[config.mk]
export PLATFORM = sky130hd
export DESIGN_NAME = otc_top
export DESIGN_NICKNAME = d
export VERILOG_FILES = /design/src/include/otc_pkg.sv /design/src/design/otc_chan.sv /design/src/design/otc_top.sv
export SDC_FILE = /design/constraint.sdc
export NUM_CORES = 1
export LEC_CHECK = 0
export BUFFER_PORTS_ARGS = -buffer_cell sky130_fd_sc_hd__buf_2
export CORE_AREA = 2 2 239 241
export CTS_CLUSTER_DIAMETER = 120
export DETAILED_ROUTE_END_ITERATION = 7
export DIE_AREA = 0 0 241 243
export PLACE_DENSITY = 0.71
export SETUP_SLACK_MARGIN = 0.5
export SLEW_MARGIN = 20
export SYNTH_ARGS = -nofsm -noshare
export SYNTH_HDL_FRONTEND = slang
export SYNTH_HIERARCHICAL = 1
export SYNTH_SLANG_ARGS = --single-unit
[constraint.sdc]
create_clock -name aclk -period 5.13 [get_ports aclk]
set_input_delay 0.2565 -clock aclk [delete_from_list [all_inputs] [get_ports aclk]]
set_output_delay 0.2565 -clock aclk [all_outputs]
set_load 0.02 [all_outputs]
[src/include/otc_pkg.sv]
// Purpose: Shared constants and types for the output step trigger controller.
// Assumes: One clock, AXI4-Lite register access with 32-bit data words.
// Notes:   Channel registers repeat at a stride of 16 bytes above the globals.
// Behaviour
// - An accepted trigger moves voltage and current settings to the triggered levels.
// - Immediate trigger from host or panel fires whatever source is selected.
// - Bus source accepts device trigger, trigger command or group execute trigger.
// - Every channel starts idle after power-up.
// - Idle channels discard all triggers and change no setting.
// - Initiate moves each listed channel from idle to initiated.
// - Initiated channel waits for a trigger from its selected source.
// - After the triggered action the channel returns to idle.
// - Pin or channel source waits forever, no timeout.
// - Abort forces an initiated channel back to idle.
// - Step mode loads triggered level; fixed mode keeps immediate level.
// - Channel with neither function in step mode makes no output change.
// - Enabled trigger out pulses when the step occurs, to channels or pins.
package otc_pkg;
  localparam int NCH           = 4;
  localparam int NPIN          = 7;
  localparam int LW            = 16;
  localparam int AW            = 8;
  localparam logic [AW-1:0] CMD_OFS  = 8'h00;
  localparam logic [AW-1:0] STAT_OFS = 8'h04;
  localparam logic [AW-1:0] PCFG_OFS = 8'h08;
  localparam logic [AW-1:0] EVT_OFS  = 8'h0C;
  localparam logic [AW-1:0] CH_BASE  = 8'h10;
  localparam logic [AW-1:0] CH_END   = 8'h50;
  localparam logic [3:0]    CH_LVL   = 4'h0;
  localparam logic [3:0]    CH_TRG   = 4'h4;
  localparam logic [3:0]    CH_CFG   = 4'h8;
  localparam logic [3:0]    CH_STA   = 4'hC;
  localparam int CMD_INIT_LSB  = 0;
  localparam int CMD_ABORT_LSB = 4;
  localparam int CMD_TRIG_LSB  = 8;
  localparam int CMD_BUS_BIT   = 12;
  localparam int PCFG_OUT_LSB  = 8;
  localparam int LVL_I_LSB     = 16;
  localparam logic [31:0] LVL_RST  = 32'h0000_0000;
  localparam logic [7:0]  CFG_RST  = 8'h00;
  localparam logic [15:0] PCFG_RST = 16'h0000;
  localparam logic [1:0]  RESP_OKAY   = 2'h0;
  localparam logic [1:0]  RESP_SLVERR = 2'h2;

  typedef enum logic [1:0] {
    SRC_BUS  = 2'h0,
    SRC_PIN  = 2'h1,
    SRC_TRAN = 2'h2
  } otc_src_e;

  typedef enum logic [1:0] {
    ST_IDLE = 2'b00,
    ST_INIT = 2'b01,
    ST_STEP = 2'b11
  } otc_state_e;

  typedef struct packed {
    logic       trig_out_en;
    logic       istep;
    logic       vstep;
    logic [2:0] idx;
    logic [1:0] kind;
  } otc_cfg_s;

  typedef struct packed {
    logic          awvalid;
    logic [AW-1:0] awaddr;
    logic          wvalid;
    logic [31:0]   wdata;
    logic [3:0]    wstrb;
    logic          bready;
    logic          arvalid;
    logic [AW-1:0] araddr;
    logic          rready;
  } otc_axi_req_s;

  typedef struct packed {
    logic        awready;
    logic        wready;
    logic        bvalid;
    logic [1:0]  bresp;
    logic        arready;
    logic        rvalid;
    logic [31:0] rdata;
    logic [1:0]  rresp;
  } otc_axi_rsp_s;
endpackage : otc_pkg

[src/design/otc_chan.sv]
// Purpose: Per-channel idle/initiated trigger sequencer.
// Assumes: All trigger inputs are one-cycle pulses on aclk.
// Notes:   Outputs are registered; a step lasts one cycle.
`timescale 1ns/100ps
module otc_chan
  import otc_pkg::*;
(
  input  wire logic            aclk,
  input  wire logic            aresetn,
  input  wire logic            initiate,
  input  wire logic            abort,
  input  wire logic            imm_trig,
  input  wire logic            bus_trig,
  input  wire logic [NPIN-1:0] pin_edge,
  input  wire logic [NCH-1:0]  tran_in,
  input  wire otc_cfg_s        cfg,
  output logic                 initiated,
  output logic                 step_v,
  output logic                 step_i,
  output logic                 trig_out
);
  typedef struct packed {
    otc_state_e st;
    logic       step_v;
    logic       step_i;
    logic       pulse;
  } otc_chan_s;

  otc_chan_s q;
  otc_chan_s d;
  logic      src_hit;
  logic      fire;

  always_comb begin
    case (otc_src_e'(cfg.kind))
      SRC_BUS:  src_hit = bus_trig;
      SRC_PIN:  src_hit = (int'(cfg.idx) < NPIN) ? pin_edge[cfg.idx] : 1'b0;
      SRC_TRAN: src_hit = (int'(cfg.idx) < NCH) ? tran_in[cfg.idx[1:0]] : 1'b0;
      default:  src_hit = 1'b0;
    endcase
    fire = imm_trig | src_hit;
  end

  always_comb begin
    d        = q;
    d.step_v = 1'b0;
    d.step_i = 1'b0;
    d.pulse  = 1'b0;
    case (q.st)
      ST_IDLE: begin
        if (initiate) begin
          d.st = ST_INIT;
        end
      end
      ST_INIT: begin
        if (abort) begin
          d.st = ST_IDLE;
        end else if (fire) begin
          d.st = ST_STEP;
        end
      end
      ST_STEP: begin
        d.st     = ST_IDLE;
        d.step_v = cfg.vstep;
        d.step_i = cfg.istep;
        d.pulse  = cfg.trig_out_en & (cfg.vstep | cfg.istep);
      end
      default: begin
        d.st = ST_IDLE;
      end
    endcase
  end

  always_ff @(posedge aclk) begin
    if (!aresetn) begin
      q    <= '0;
      q.st <= ST_IDLE;
    end else begin
      q <= d;
    end
  end

  assign initiated = (q.st != ST_IDLE);
  assign step_v    = q.step_v;
  assign step_i    = q.step_i;
  assign trig_out  = q.pulse;
endmodule : otc_chan

[src/design/otc_top.sv]
// Purpose: Output step trigger controller with AXI4-Lite registers.
// Assumes: Digital port pins are asynchronous; panel and GET pulses are on aclk.
// Notes:   A hardware step wins over a software write to the same level.
`timescale 1ns/100ps
module otc_top
  import otc_pkg::*;
(
  input  wire logic                   aclk,
  input  wire logic                   aresetn,
  input  wire otc_axi_req_s           s_axi_req,
  output otc_axi_rsp_s                s_axi_rsp,
  input  wire logic [NCH-1:0]         panel_trig,
  input  wire logic                   bus_get_trig,
  input  wire logic [NPIN-1:0]        port_pin_in,
  output logic [NPIN-1:0]             port_trigger_output,
  output logic [NCH-1:0]              chan_trig_out,
  output logic [NCH-1:0][LW-1:0]      out_voltage,
  output logic [NCH-1:0][LW-1:0]      out_current
);
  typedef struct packed {
    logic                  have_aw;
    logic [AW-1:0]         awaddr;
    logic                  have_w;
    logic [31:0]           wdata;
    logic [3:0]            wstrb;
    logic                  bvalid;
    logic [1:0]            bresp;
    logic                  rvalid;
    logic [31:0]           rdata;
    logic [1:0]            rresp;
    logic [NCH-1:0][31:0]  lvl;
    logic [NCH-1:0][31:0]  trg;
    logic [NCH-1:0][7:0]   cfg;
    logic [15:0]           pcfg;
    logic [NCH-1:0]        evt;
    logic [NCH-1:0]        init_p;
    logic [NCH-1:0]        abort_p;
    logic [NCH-1:0]        itrig_p;
    logic                  bus_p;
    logic [NPIN-1:0]       s1;
    logic [NPIN-1:0]       s2;
    logic [NPIN-1:0]       s3;
    logic [NPIN-1:0]       pto;
  } otc_top_s;

  otc_top_s         q;
  otc_top_s         d;
  logic [NCH-1:0]   initiated;
  logic [NCH-1:0]   step_v;
  logic [NCH-1:0]   step_i;
  logic [NCH-1:0]   chan_pulse;
  logic [NPIN-1:0]  pin_edge;

  function automatic logic [31:0] wmerge(input logic [31:0] old, input logic [31:0] data,
                                         input logic [3:0] strb);
    logic [31:0] r;
    r = old;
    for (int b = 0; b < 4; b++) begin
      if (strb[b]) begin
        r[8*b +: 8] = data[8*b +: 8];
      end
    end
    return r;
  endfunction : wmerge

  function automatic logic in_ch(input logic [AW-1:0] a);
    return (a >= CH_BASE) && (a < CH_END);
  endfunction : in_ch

  function automatic logic [1:0] ch_of(input logic [AW-1:0] a);
    logic [AW-1:0] rel;
    rel = a - CH_BASE;
    return rel[5:4];
  endfunction : ch_of

  function automatic logic [AW-1:0] glob_ofs(input logic [AW-1:0] a);
    return {a[AW-1:2], 2'b00};
  endfunction : glob_ofs

  function automatic logic [3:0] chan_ofs(input logic [AW-1:0] a);
    return a[3:0] & 4'hC;
  endfunction : chan_ofs

  assign pin_edge = q.s2 & ~q.s3 & q.pcfg[NPIN-1:0];

  for (genvar c = 0; c < NCH; c++) begin : g_chan
    otc_chan u_chan (
      .aclk      (aclk),
      .aresetn   (aresetn),
      .initiate  (q.init_p[c]),
      .abort     (q.abort_p[c]),
      .imm_trig  (q.itrig_p[c] | panel_trig[c]),
      .bus_trig  (q.bus_p | bus_get_trig),
      .pin_edge  (pin_edge),
      .tran_in   (chan_pulse),
      .cfg       (otc_cfg_s'(q.cfg[c])),
      .initiated (initiated[c]),
      .step_v    (step_v[c]),
      .step_i    (step_i[c]),
      .trig_out  (chan_pulse[c])
    );
  end

  always_comb begin
    logic [31:0] cmdw;
    logic [31:0] merged;
    logic [1:0]  wc;
    logic [1:0]  rc;
    logic [NCH-1:0] clr;
    cmdw   = '0;
    merged = '0;
    wc     = ch_of(q.awaddr);
    rc     = ch_of(s_axi_req.araddr);
    clr    = '0;
    d         = q;
    d.init_p  = '0;
    d.abort_p = '0;
    d.itrig_p = '0;
    d.bus_p   = 1'b0;
    d.s1      = port_pin_in;
    d.s2      = q.s1;
    d.s3      = q.s2;
    d.pto     = q.pcfg[PCFG_OUT_LSB +: NPIN] & {NPIN{|chan_pulse}};

    if (s_axi_req.awvalid && !q.have_aw) begin
      d.have_aw = 1'b1;
      d.awaddr  = s_axi_req.awaddr;
    end
    if (s_axi_req.wvalid && !q.have_w) begin
      d.have_w = 1'b1;
      d.wdata  = s_axi_req.wdata;
      d.wstrb  = s_axi_req.wstrb;
    end
    if (q.bvalid && s_axi_req.bready) begin
      d.bvalid = 1'b0;
    end
    if (q.have_aw && q.have_w && !q.bvalid) begin
      d.have_aw = 1'b0;
      d.have_w  = 1'b0;
      d.bvalid  = 1'b1;
      d.bresp   = RESP_OKAY;
      if (in_ch(q.awaddr)) begin
        case (chan_ofs(q.awaddr))
          CH_LVL: begin
            d.lvl[wc] = wmerge(q.lvl[wc], q.wdata, q.wstrb);
          end
          CH_TRG: begin
            d.trg[wc] = wmerge(q.trg[wc], q.wdata, q.wstrb);
          end
          CH_CFG: begin
            merged    = wmerge({24'h00_0000, q.cfg[wc]}, q.wdata, q.wstrb);
            d.cfg[wc] = merged[7:0];
          end
          default: begin
          end
        endcase
      end else begin
        case (glob_ofs(q.awaddr))
          CMD_OFS: begin
            cmdw      = wmerge(32'h0000_0000, q.wdata, q.wstrb);
            d.init_p  = cmdw[CMD_INIT_LSB +: NCH];
            d.abort_p = cmdw[CMD_ABORT_LSB +: NCH];
            d.itrig_p = cmdw[CMD_TRIG_LSB +: NCH];
            d.bus_p   = cmdw[CMD_BUS_BIT];
          end
          STAT_OFS: begin
          end
          PCFG_OFS: begin
            merged = wmerge({16'h0000, q.pcfg}, q.wdata, q.wstrb);
            d.pcfg = merged[15:0];
          end
          EVT_OFS: begin
            merged = wmerge(32'h0000_0000, q.wdata, q.wstrb);
            clr    = merged[NCH-1:0];
          end
          default: begin
            d.bresp = RESP_SLVERR;
          end
        endcase
      end
    end

    if (q.rvalid && s_axi_req.rready) begin
      d.rvalid = 1'b0;
    end
    if (s_axi_req.arvalid && !q.rvalid) begin
      d.rvalid = 1'b1;
      d.rresp  = RESP_OKAY;
      d.rdata  = '0;
      if (in_ch(s_axi_req.araddr)) begin
        case (chan_ofs(s_axi_req.araddr))
          CH_LVL:  d.rdata = q.lvl[rc];
          CH_TRG:  d.rdata = q.trg[rc];
          CH_CFG:  d.rdata = {24'h00_0000, q.cfg[rc]};
          CH_STA:  d.rdata = {30'h0000_0000, q.evt[rc], initiated[rc]};
          default: d.rdata = '0;
        endcase
      end else begin
        case (glob_ofs(s_axi_req.araddr))
          CMD_OFS:  d.rdata = '0;
          STAT_OFS: d.rdata = {28'h000_0000, initiated};
          PCFG_OFS: d.rdata = {16'h0000, q.pcfg};
          EVT_OFS:  d.rdata = {28'h000_0000, q.evt};
          default: begin
            d.rresp = RESP_SLVERR;
          end
        endcase
      end
    end

    d.evt = q.evt & ~clr;
    for (int c = 0; c < NCH; c++) begin
      if (step_v[c]) begin
        d.lvl[c][LW-1:0] = q.trg[c][LW-1:0];
      end
      if (step_i[c]) begin
        d.lvl[c][LVL_I_LSB +: LW] = q.trg[c][LVL_I_LSB +: LW];
      end
      if (step_v[c] | step_i[c]) begin
        d.evt[c] = 1'b1;
      end
    end
  end

  always_ff @(posedge aclk) begin
    if (!aresetn) begin
      q      <= '0;
      q.lvl  <= {NCH{LVL_RST}};
      q.trg  <= {NCH{LVL_RST}};
      q.cfg  <= {NCH{CFG_RST}};
      q.pcfg <= PCFG_RST;
    end else begin
      q <= d;
    end
  end

  always_comb begin
    s_axi_rsp         = '0;
    s_axi_rsp.awready = !q.have_aw;
    s_axi_rsp.wready  = !q.have_w;
    s_axi_rsp.bvalid  = q.bvalid;
    s_axi_rsp.bresp   = q.bresp;
    s_axi_rsp.arready = !q.rvalid;
    s_axi_rsp.rvalid  = q.rvalid;
    s_axi_rsp.rdata   = q.rdata;
    s_axi_rsp.rresp   = q.rresp;
  end

  assign port_trigger_output = q.pto;
  assign chan_trig_out       = chan_pulse;
  for (genvar c = 0; c < NCH; c++) begin : g_out
    assign out_voltage[c] = q.lvl[c][LW-1:0];
    assign out_current[c] = q.lvl[c][LVL_I_LSB +: LW];
  end
endmodule : otc_top

==> flow_metrics.tcl, run 1 <==
set metrics [dict create \
    track_usage_pct 30.5 \
    clock_latency_ns 0.59 \
    worst-path-max-fanout 33 \
    drive_gt1_share_pct 18.7 \
    globalRouteOverflowTotal 0 \
    peakVddDrop_mv 0.224 \
    drc_errors 0 \
    syn_avg_cell_area_um2 9.48 \
    drt.antenna.violating_nets 0 \
    placed_cell_area_um2 25100 \
    leakage_nw 11.5 \
    cp-end-kind "flip-flop" \
    hold_viol_final 0 \
    clock_sinks 451 \
    worstPathArrival_ns 4.08 \
    tns_ns 0 \
    synthArstFlopShare_pct 0 \
    die_area_um2 58600 \
    slowest_delay_ns 0.77 \
    cts_root_buf "clkbuf_16" \
    drt-pass1-iter-count 6 \
    relSlewSlack_pct 17.2 \
    yosysWarnings 6 \
    initial_core_util_pct 44.5 \
    cpMaxStageDelayCell "and2_1" \
    coreArea_um2 56000 \
    yosysTopAreaCellShare_pct 36.3 \
    viasPerCell 6.83 \
    multiInputGateArea_um2 13400 \
    cts_made_buffers 47 \
    cts.clk_slew.worst_paths_ns 0.06 \
    finalCritPeriodShare_pct 71.2 \
    cp-start-kind "flip-flop" \
    synth_seq_cells 451 \
    synth_flop_cell "dfxtp_1" \
    clock_path_buffers 3 \
    row_count 87 \
    synth_seq_area_share_pct 36.3 \
    htreeDepth 2 \
    grt_pass1_wl_um 138000 \
    fin_crit_ns 3.65 \
    syn2layout_area_growth_pct 9.57 \
    maxCapViolCount 0 \
    grt_pass1_vias 22604 \
    diodes 0 \
    cts_resized 0 \
    portBuffers 248 \
    clock_skew_ns 0.0280 \
    cts_setup_buffers 0 \
    nFillCells 5115 \
    syn_area_um2 24900 \
    die_h_um 243 \
    ioPinCount 251 \
    yosys.area.top_type "dfxtp_1" \
    required_ns 5.56 \
    synthCells 2626 \
    wl_um 92000 \
    cts_tree "done" \
    status "completed" \
    seqCellArea_um2 9030 \
    worst_slew_pin_slew_ns 1.24 \
    rsz0062_at_grt "no" \
    setup_viol 0 \
    p_per_area_nw_per_um2 293 \
    synth_edf_count 0 \
    antenna_found_initial 2 \
    drv_slew 0 \
    die_w_um 241 \
    gp_congestion 0.905 \
    grt_max_degree 205 \
    fmaxAchievable_mhz 274 \
    synth_commonest_cells "dfxtp_1, mux2i_1, buf_4, clkbuf_1, o211a_1" \
    cp_cell_sequence "inv_1, ha_1, nand2b_1, and4_1, buf_4, and2_1, buf_4, o211ai_1" \
    worst_path_most_repeated_cell "buf_4" \
    vias 23048 \
    dp_hpwl_um 58500 \
    routedWlPerCell_um 27.3 \
    yosysMostFrequentCell "dfxtp_1" \
    critPathKind "flip-flop to flip-flop" \
    ys_types 58 \
    synth.area.top_cells "dfxtp_1, mux2i_1, mux4_2" \
    drt_iter0_markers 2829 \
    hp-class "input pin to flip-flop" \
    nNetsFinal 2664 \
    stdcell_area_um2 27300 \
]
[power by group]
group / switching (mW) / leakage (nW) / internal [mW]
Combinational: 0.536 / 7.10 / 0.219
Clock: 1.50 / 0.785 / 2.15
Sequential: 0.0449 / 3.64 / 3.54
Total: 2.08 / 11.5 / 5.91
[routing by layer]
metal / GRT usage [%] / vias to the layer above / part of all wire (%)
met4: 20.8 / 2 / 7.3
met3: 7.78 / 411 / 12
met5: 0 / - / 0.014
li1: - / 9752 / -
met2: 45.0 / 1719 / 43
met1: 38.8 / 11164 / 37
[state kept, by name (all words and copies together), names as in the netlist, 7 cells and up]
register,cells
d,14
q,246
port_trigger_output,7
s_axi_rsp,36
g_chan.u_chan/q,8
out_current,64
out_voltage,64
[critical path, delay by kind of cell, from the launching register on]
| family | cells | cell delay [ns] |
|---|---|---|
| simple gates | 3 | 1.37 |
| flops | 1 | 0.47 |
| buf+inv | 3 | 1.19 |
| compound gates | 1 | 0.16 |
| fa+ha+maj | 1 | 0.29 |
[per-stage QoR]
| step | util, % | hold WS, ns | power [mW] | std cells | worst slack [ns] |
|---|---|---|---|---|---|
| 4_1_cts | 48.7 | 0.00540 | 7.96 | 3373 | 1.67 |
| 2_1_floorplan | - | 0.372 | 4.13 | 2627 | 2.24 |
| 3_5_place_dp | 44.9 | 0.418 | 4.35 | 3236 | 1.70 |
| 5_1_grt | 48.8 | 0.0134 | 8.16 | 3374 | 1.44 |
| 6_report | 48.8 | 0.00814 | 7.99 | 3374 | 1.48 |
| 3_3_place_gp | 44.9 | 0.415 | 4.34 | 3236 | 1.68 |
[logic make-up after synthesis]
logic type | synth area share (%)
compound gates | 18.5
fa+ha+maj | 0.402
buf+inv | 10.2
flops | 36.3
mux | 15.3
other cells | 0.0151
simple gates | 19.3
[cells in the final DEF, fill, tap and decap left out, types with 7 or more instances in the layout]
| master | n |
|---|---|
| buf_2 | 246 |
| or2_2 | 20 |
| nor2b_1 | 9 |
| a32oi_1 | 32 |
| clkbuf_16 | 49 |
| o211ai_1 | 102 |
| o31ai_1 | 44 |
| o211a_1 | 164 |
| o221ai_1 | 75 |
| and3b_1 | 8 |
| nand2_1 | 146 |
| mux4_2 | 75 |
| inv_1 | 25 |
| nand3_1 | 123 |
| or3_1 | 160 |
| nand4_1 | 112 |
| o21ai_0 | 22 |
| a21oi_1 | 98 |
| mux2_2 | 10 |
| a22oi_1 | 15 |
| nor2_1 | 61 |
| and2_1 | 31 |
| clkbuf_1 | 13 |
| nand2b_1 | 23 |
| mux2i_1 | 192 |
| clkbuf_8 | 7 |
| buf_4 | 41 |
| dfxtp_1 | 450 |
| nand3b_1 | 101 |
| mux2_1 | 8 |
| dlygate4sd3_1 | 55 |
| nor2_2 | 7 |
[path summary, 6_finish.rpt]
path | start | to | slack (ns) | depth (start not counted)
worst max-delay path | q[428] | out_voltage[46] | 1.48 | 8
worst min-delay path | panel_trig[1] | g_chan[1].u_chan/q[4] | 0.008 | 3
worst max register to register | q[428] | out_voltage[46] | 1.48 | 8
worst min register to register | d[15] | d[8] | 0.43 | 1
[what timing repair did]
item,4_1_cts,5_1_grt
endpoints found under the setup margin,0,0
hold endpoints to repair,55,0
hold buffers,55,0
[cell type report]
class                           instances  share of cell area, %
Multi-Input combinational cell       1712                   49.2
Clock inverter                         13                  0.858
Clock buffer                           69                   5.03
Inverter                               26                  0.358
Timing Repair Buffer                  347                   7.98
Sequential cell                       451                   33.1
Tap cell                              756                   3.47
No activity file was read; power rests on OpenSTA's default activity.
==> inputs of run 2 (changes only) <==
- clock period: 5.13 -> 3.7 ns (I/O delays scaled with it)
==> flow_metrics.tcl, run 2 (synthesized netlist as in run 1, its figures left out) <==
set metrics [dict create \
    status "completed" \
    drv_slew 0 \
    worstPathArrival_ns 3.60 \
    cts_made_buffers 48 \
    multiInputGateArea_um2 13400 \
    cp_cell_sequence "inv_1, ha_4, buf_12, nand2b_1, o221ai_1, a32oi_1, a21oi_1" \
    seqPwrFrac_pct 44.9 \
    grt_max_degree 171 \
    timing.hold.ws_ns 0.0734 \
    top_register "q" \
    worst-path-max-fanout 35 \
    layout_common_cells "dfxtp_1, buf_2, mux2i_1" \
    leakage_nw 11.7 \
    final_util_pct 49.4 \
    maxCapViolCount 0 \
    cts_setup_buffers 0 \
    cp-start-kind "flip-flop" \
    drt.antenna.violating_nets 0 \
    htreeDepth 2 \
    drt_iter0_markers 2938 \
    initial_core_util_pct 44.5 \
    antenna_found_initial 4 \
    busiest_layer "met2" \
    finalCritPeriodShare_pct 83.6 \
    cts_root_buf "clkbuf_16" \
    die_w_um 241 \
    relSlewSlack_pct 18.3 \
    p_switching_mw 2.89 \
    rsz0062_at_grt "no" \
    drc_errors 0 \
    viasPerCell 6.74 \
    slowest_delay_ns 0.58 \
    grt_pass1_vias 22503 \
    clock_skew_ns 0.0176 \
    fin_crit_ns 3.09 \
    tns_ns 0 \
    die_h_um 243 \
    layout_commonest_cell "dfxtp_1" \
    required_ns 4.21 \
    cp-end-kind "flip-flop" \
    cts_resized 0 \
    peakVddDrop_mv 0.302 \
    row_count 87 \
    p_clk_share_pct 45.4 \
    globalRouteOverflowTotal 0 \
    cts_tree "done" \
    coreArea_um2 56000 \
    p_per_area_nw_per_um2 401 \
    drt-pass1-iter-count 8 \
    clock_sinks 451 \
    vias 23010 \
    wl_um 91700 \
    nFillCells 5098 \
    syn2layout_area_growth_pct 11.0 \
    grtUsageMet1_pct 39.3 \
    clock_latency_ns 0.59 \
    use_met2_pct 45.9 \
    ioPinCount 251 \
    critPathKind "flip-flop to flip-flop" \
    cpMaxStageDelayCell "dfxtp_4" \
    track_usage_pct 30.4 \
    clock_path_buffers 3 \
    routedWlPerCell_um 26.9 \
    internal-power_mw 8.18 \
    drive_gt1_share_pct 19.7 \
    nNetsFinal 2700 \
    cts.clk_slew.worst_paths_ns 0.07 \
    fmaxAchievable_mhz 323 \
    setup_viol 0 \
    switching_share_pct 26.1 \
    worst_slew_pin_slew_ns 1.22 \
    portBuffers 248 \
    die_area_um2 58600 \
    hp-class "input pin to flip-flop" \
    grt_pass1_wl_um 138000 \
    combPwrFrac_pct 9.8 \
    dp_hpwl_um 59300 \
    seqCellArea_um2 9030 \
    largest_reg_flops 246 \
    hold_viol_final 0 \
    gp_congestion 0.915 \
    use_met3_pct 8.03 \
]
[run 2: per-layer routing]
metal,up-vias,routed length (µm)
met4,2,5430
met5,-,18
met1,11122,34800
met2,1723,40500
met3,373,11000
li1,9790,-
[run 2: worst paths after layout]
| check | cells after the start | to | startpoint | slack [ns] |
|---|---|---|---|---|
| worst max register to register | 7 | out_current[54] | q[428] | 0.61 |
| worst max-delay path | 7 | out_current[54] | q[428] | 0.61 |
| worst min-delay path | 4 | s_axi_rsp[12] | s_axi_req[8] | 0.07 |
| worst min register to register | 1 | d[9] | d[16] | 0.44 |
[run 2: layout make-up]
cell class | instances | area share, %
Multi-Input combinational cell | 1712 | 48.6
Sequential cell | 451 | 32.7
Timing Repair Buffer | 382 | 9.08
Clock buffer | 65 | 5.09
Tap cell | 756 | 3.42
Clock inverter | 21 | 0.802
Inverter | 26 | 0.353
Antenna cell | 1 | 0.00906
[run 2: critical path, delay by kind of cell, from the launching register on]
kind	cells	cell delay (ns)
AO/OA/AOI/OAI	3	0.93
AND/OR/NAND/NOR	1	0.36
adder cells (fa/ha/maj)	1	0.58
flip-flops	1	0.58
buffers and inverters	2	0.51
[run 2: stage by stage]
| step | worst slack [ns] | area, µm² | cells | total power, mW |
|---|---|---|---|---|
| final | 0.608 | 27600 | 3414 | 11.1 |
| after CTS | 0.707 | 27600 | 3413 | 11.0 |
| after detailed placement | 0.728 | 25300 | 3258 | 6.06 |
| after global placement | 0.811 | 25300 | 3258 | 6.04 |
| after global routing | 0.520 | 27600 | 3413 | 11.3 |
| after floorplan | 0.805 | 24900 | 2627 | 5.73 |
[run 2: power by group through the flow]
| stage | registers, mW | logic [mW] | clock network [mW] |
|---|---|---|---|
| 6_report | 4.97 | 1.08 | 5.02 |
| 5_1_grt | 4.97 | 1.12 | 5.25 |
| 4_1_cts | 4.96 | 1.04 | 5.04 |
| 3_5_place_dp | 5.07 | 0.984 | 0 |
| 3_3_place_gp | 5.07 | 0.971 | 0 |
| 2_1_floorplan | 5.04 | 0.692 | 0 |
[run 2: timing repair]
action                                 in CTS  in global routing
setup endpoints to repair                   0                  0
hold buffers                               69                  0
endpoints found under the hold margin      76                  0
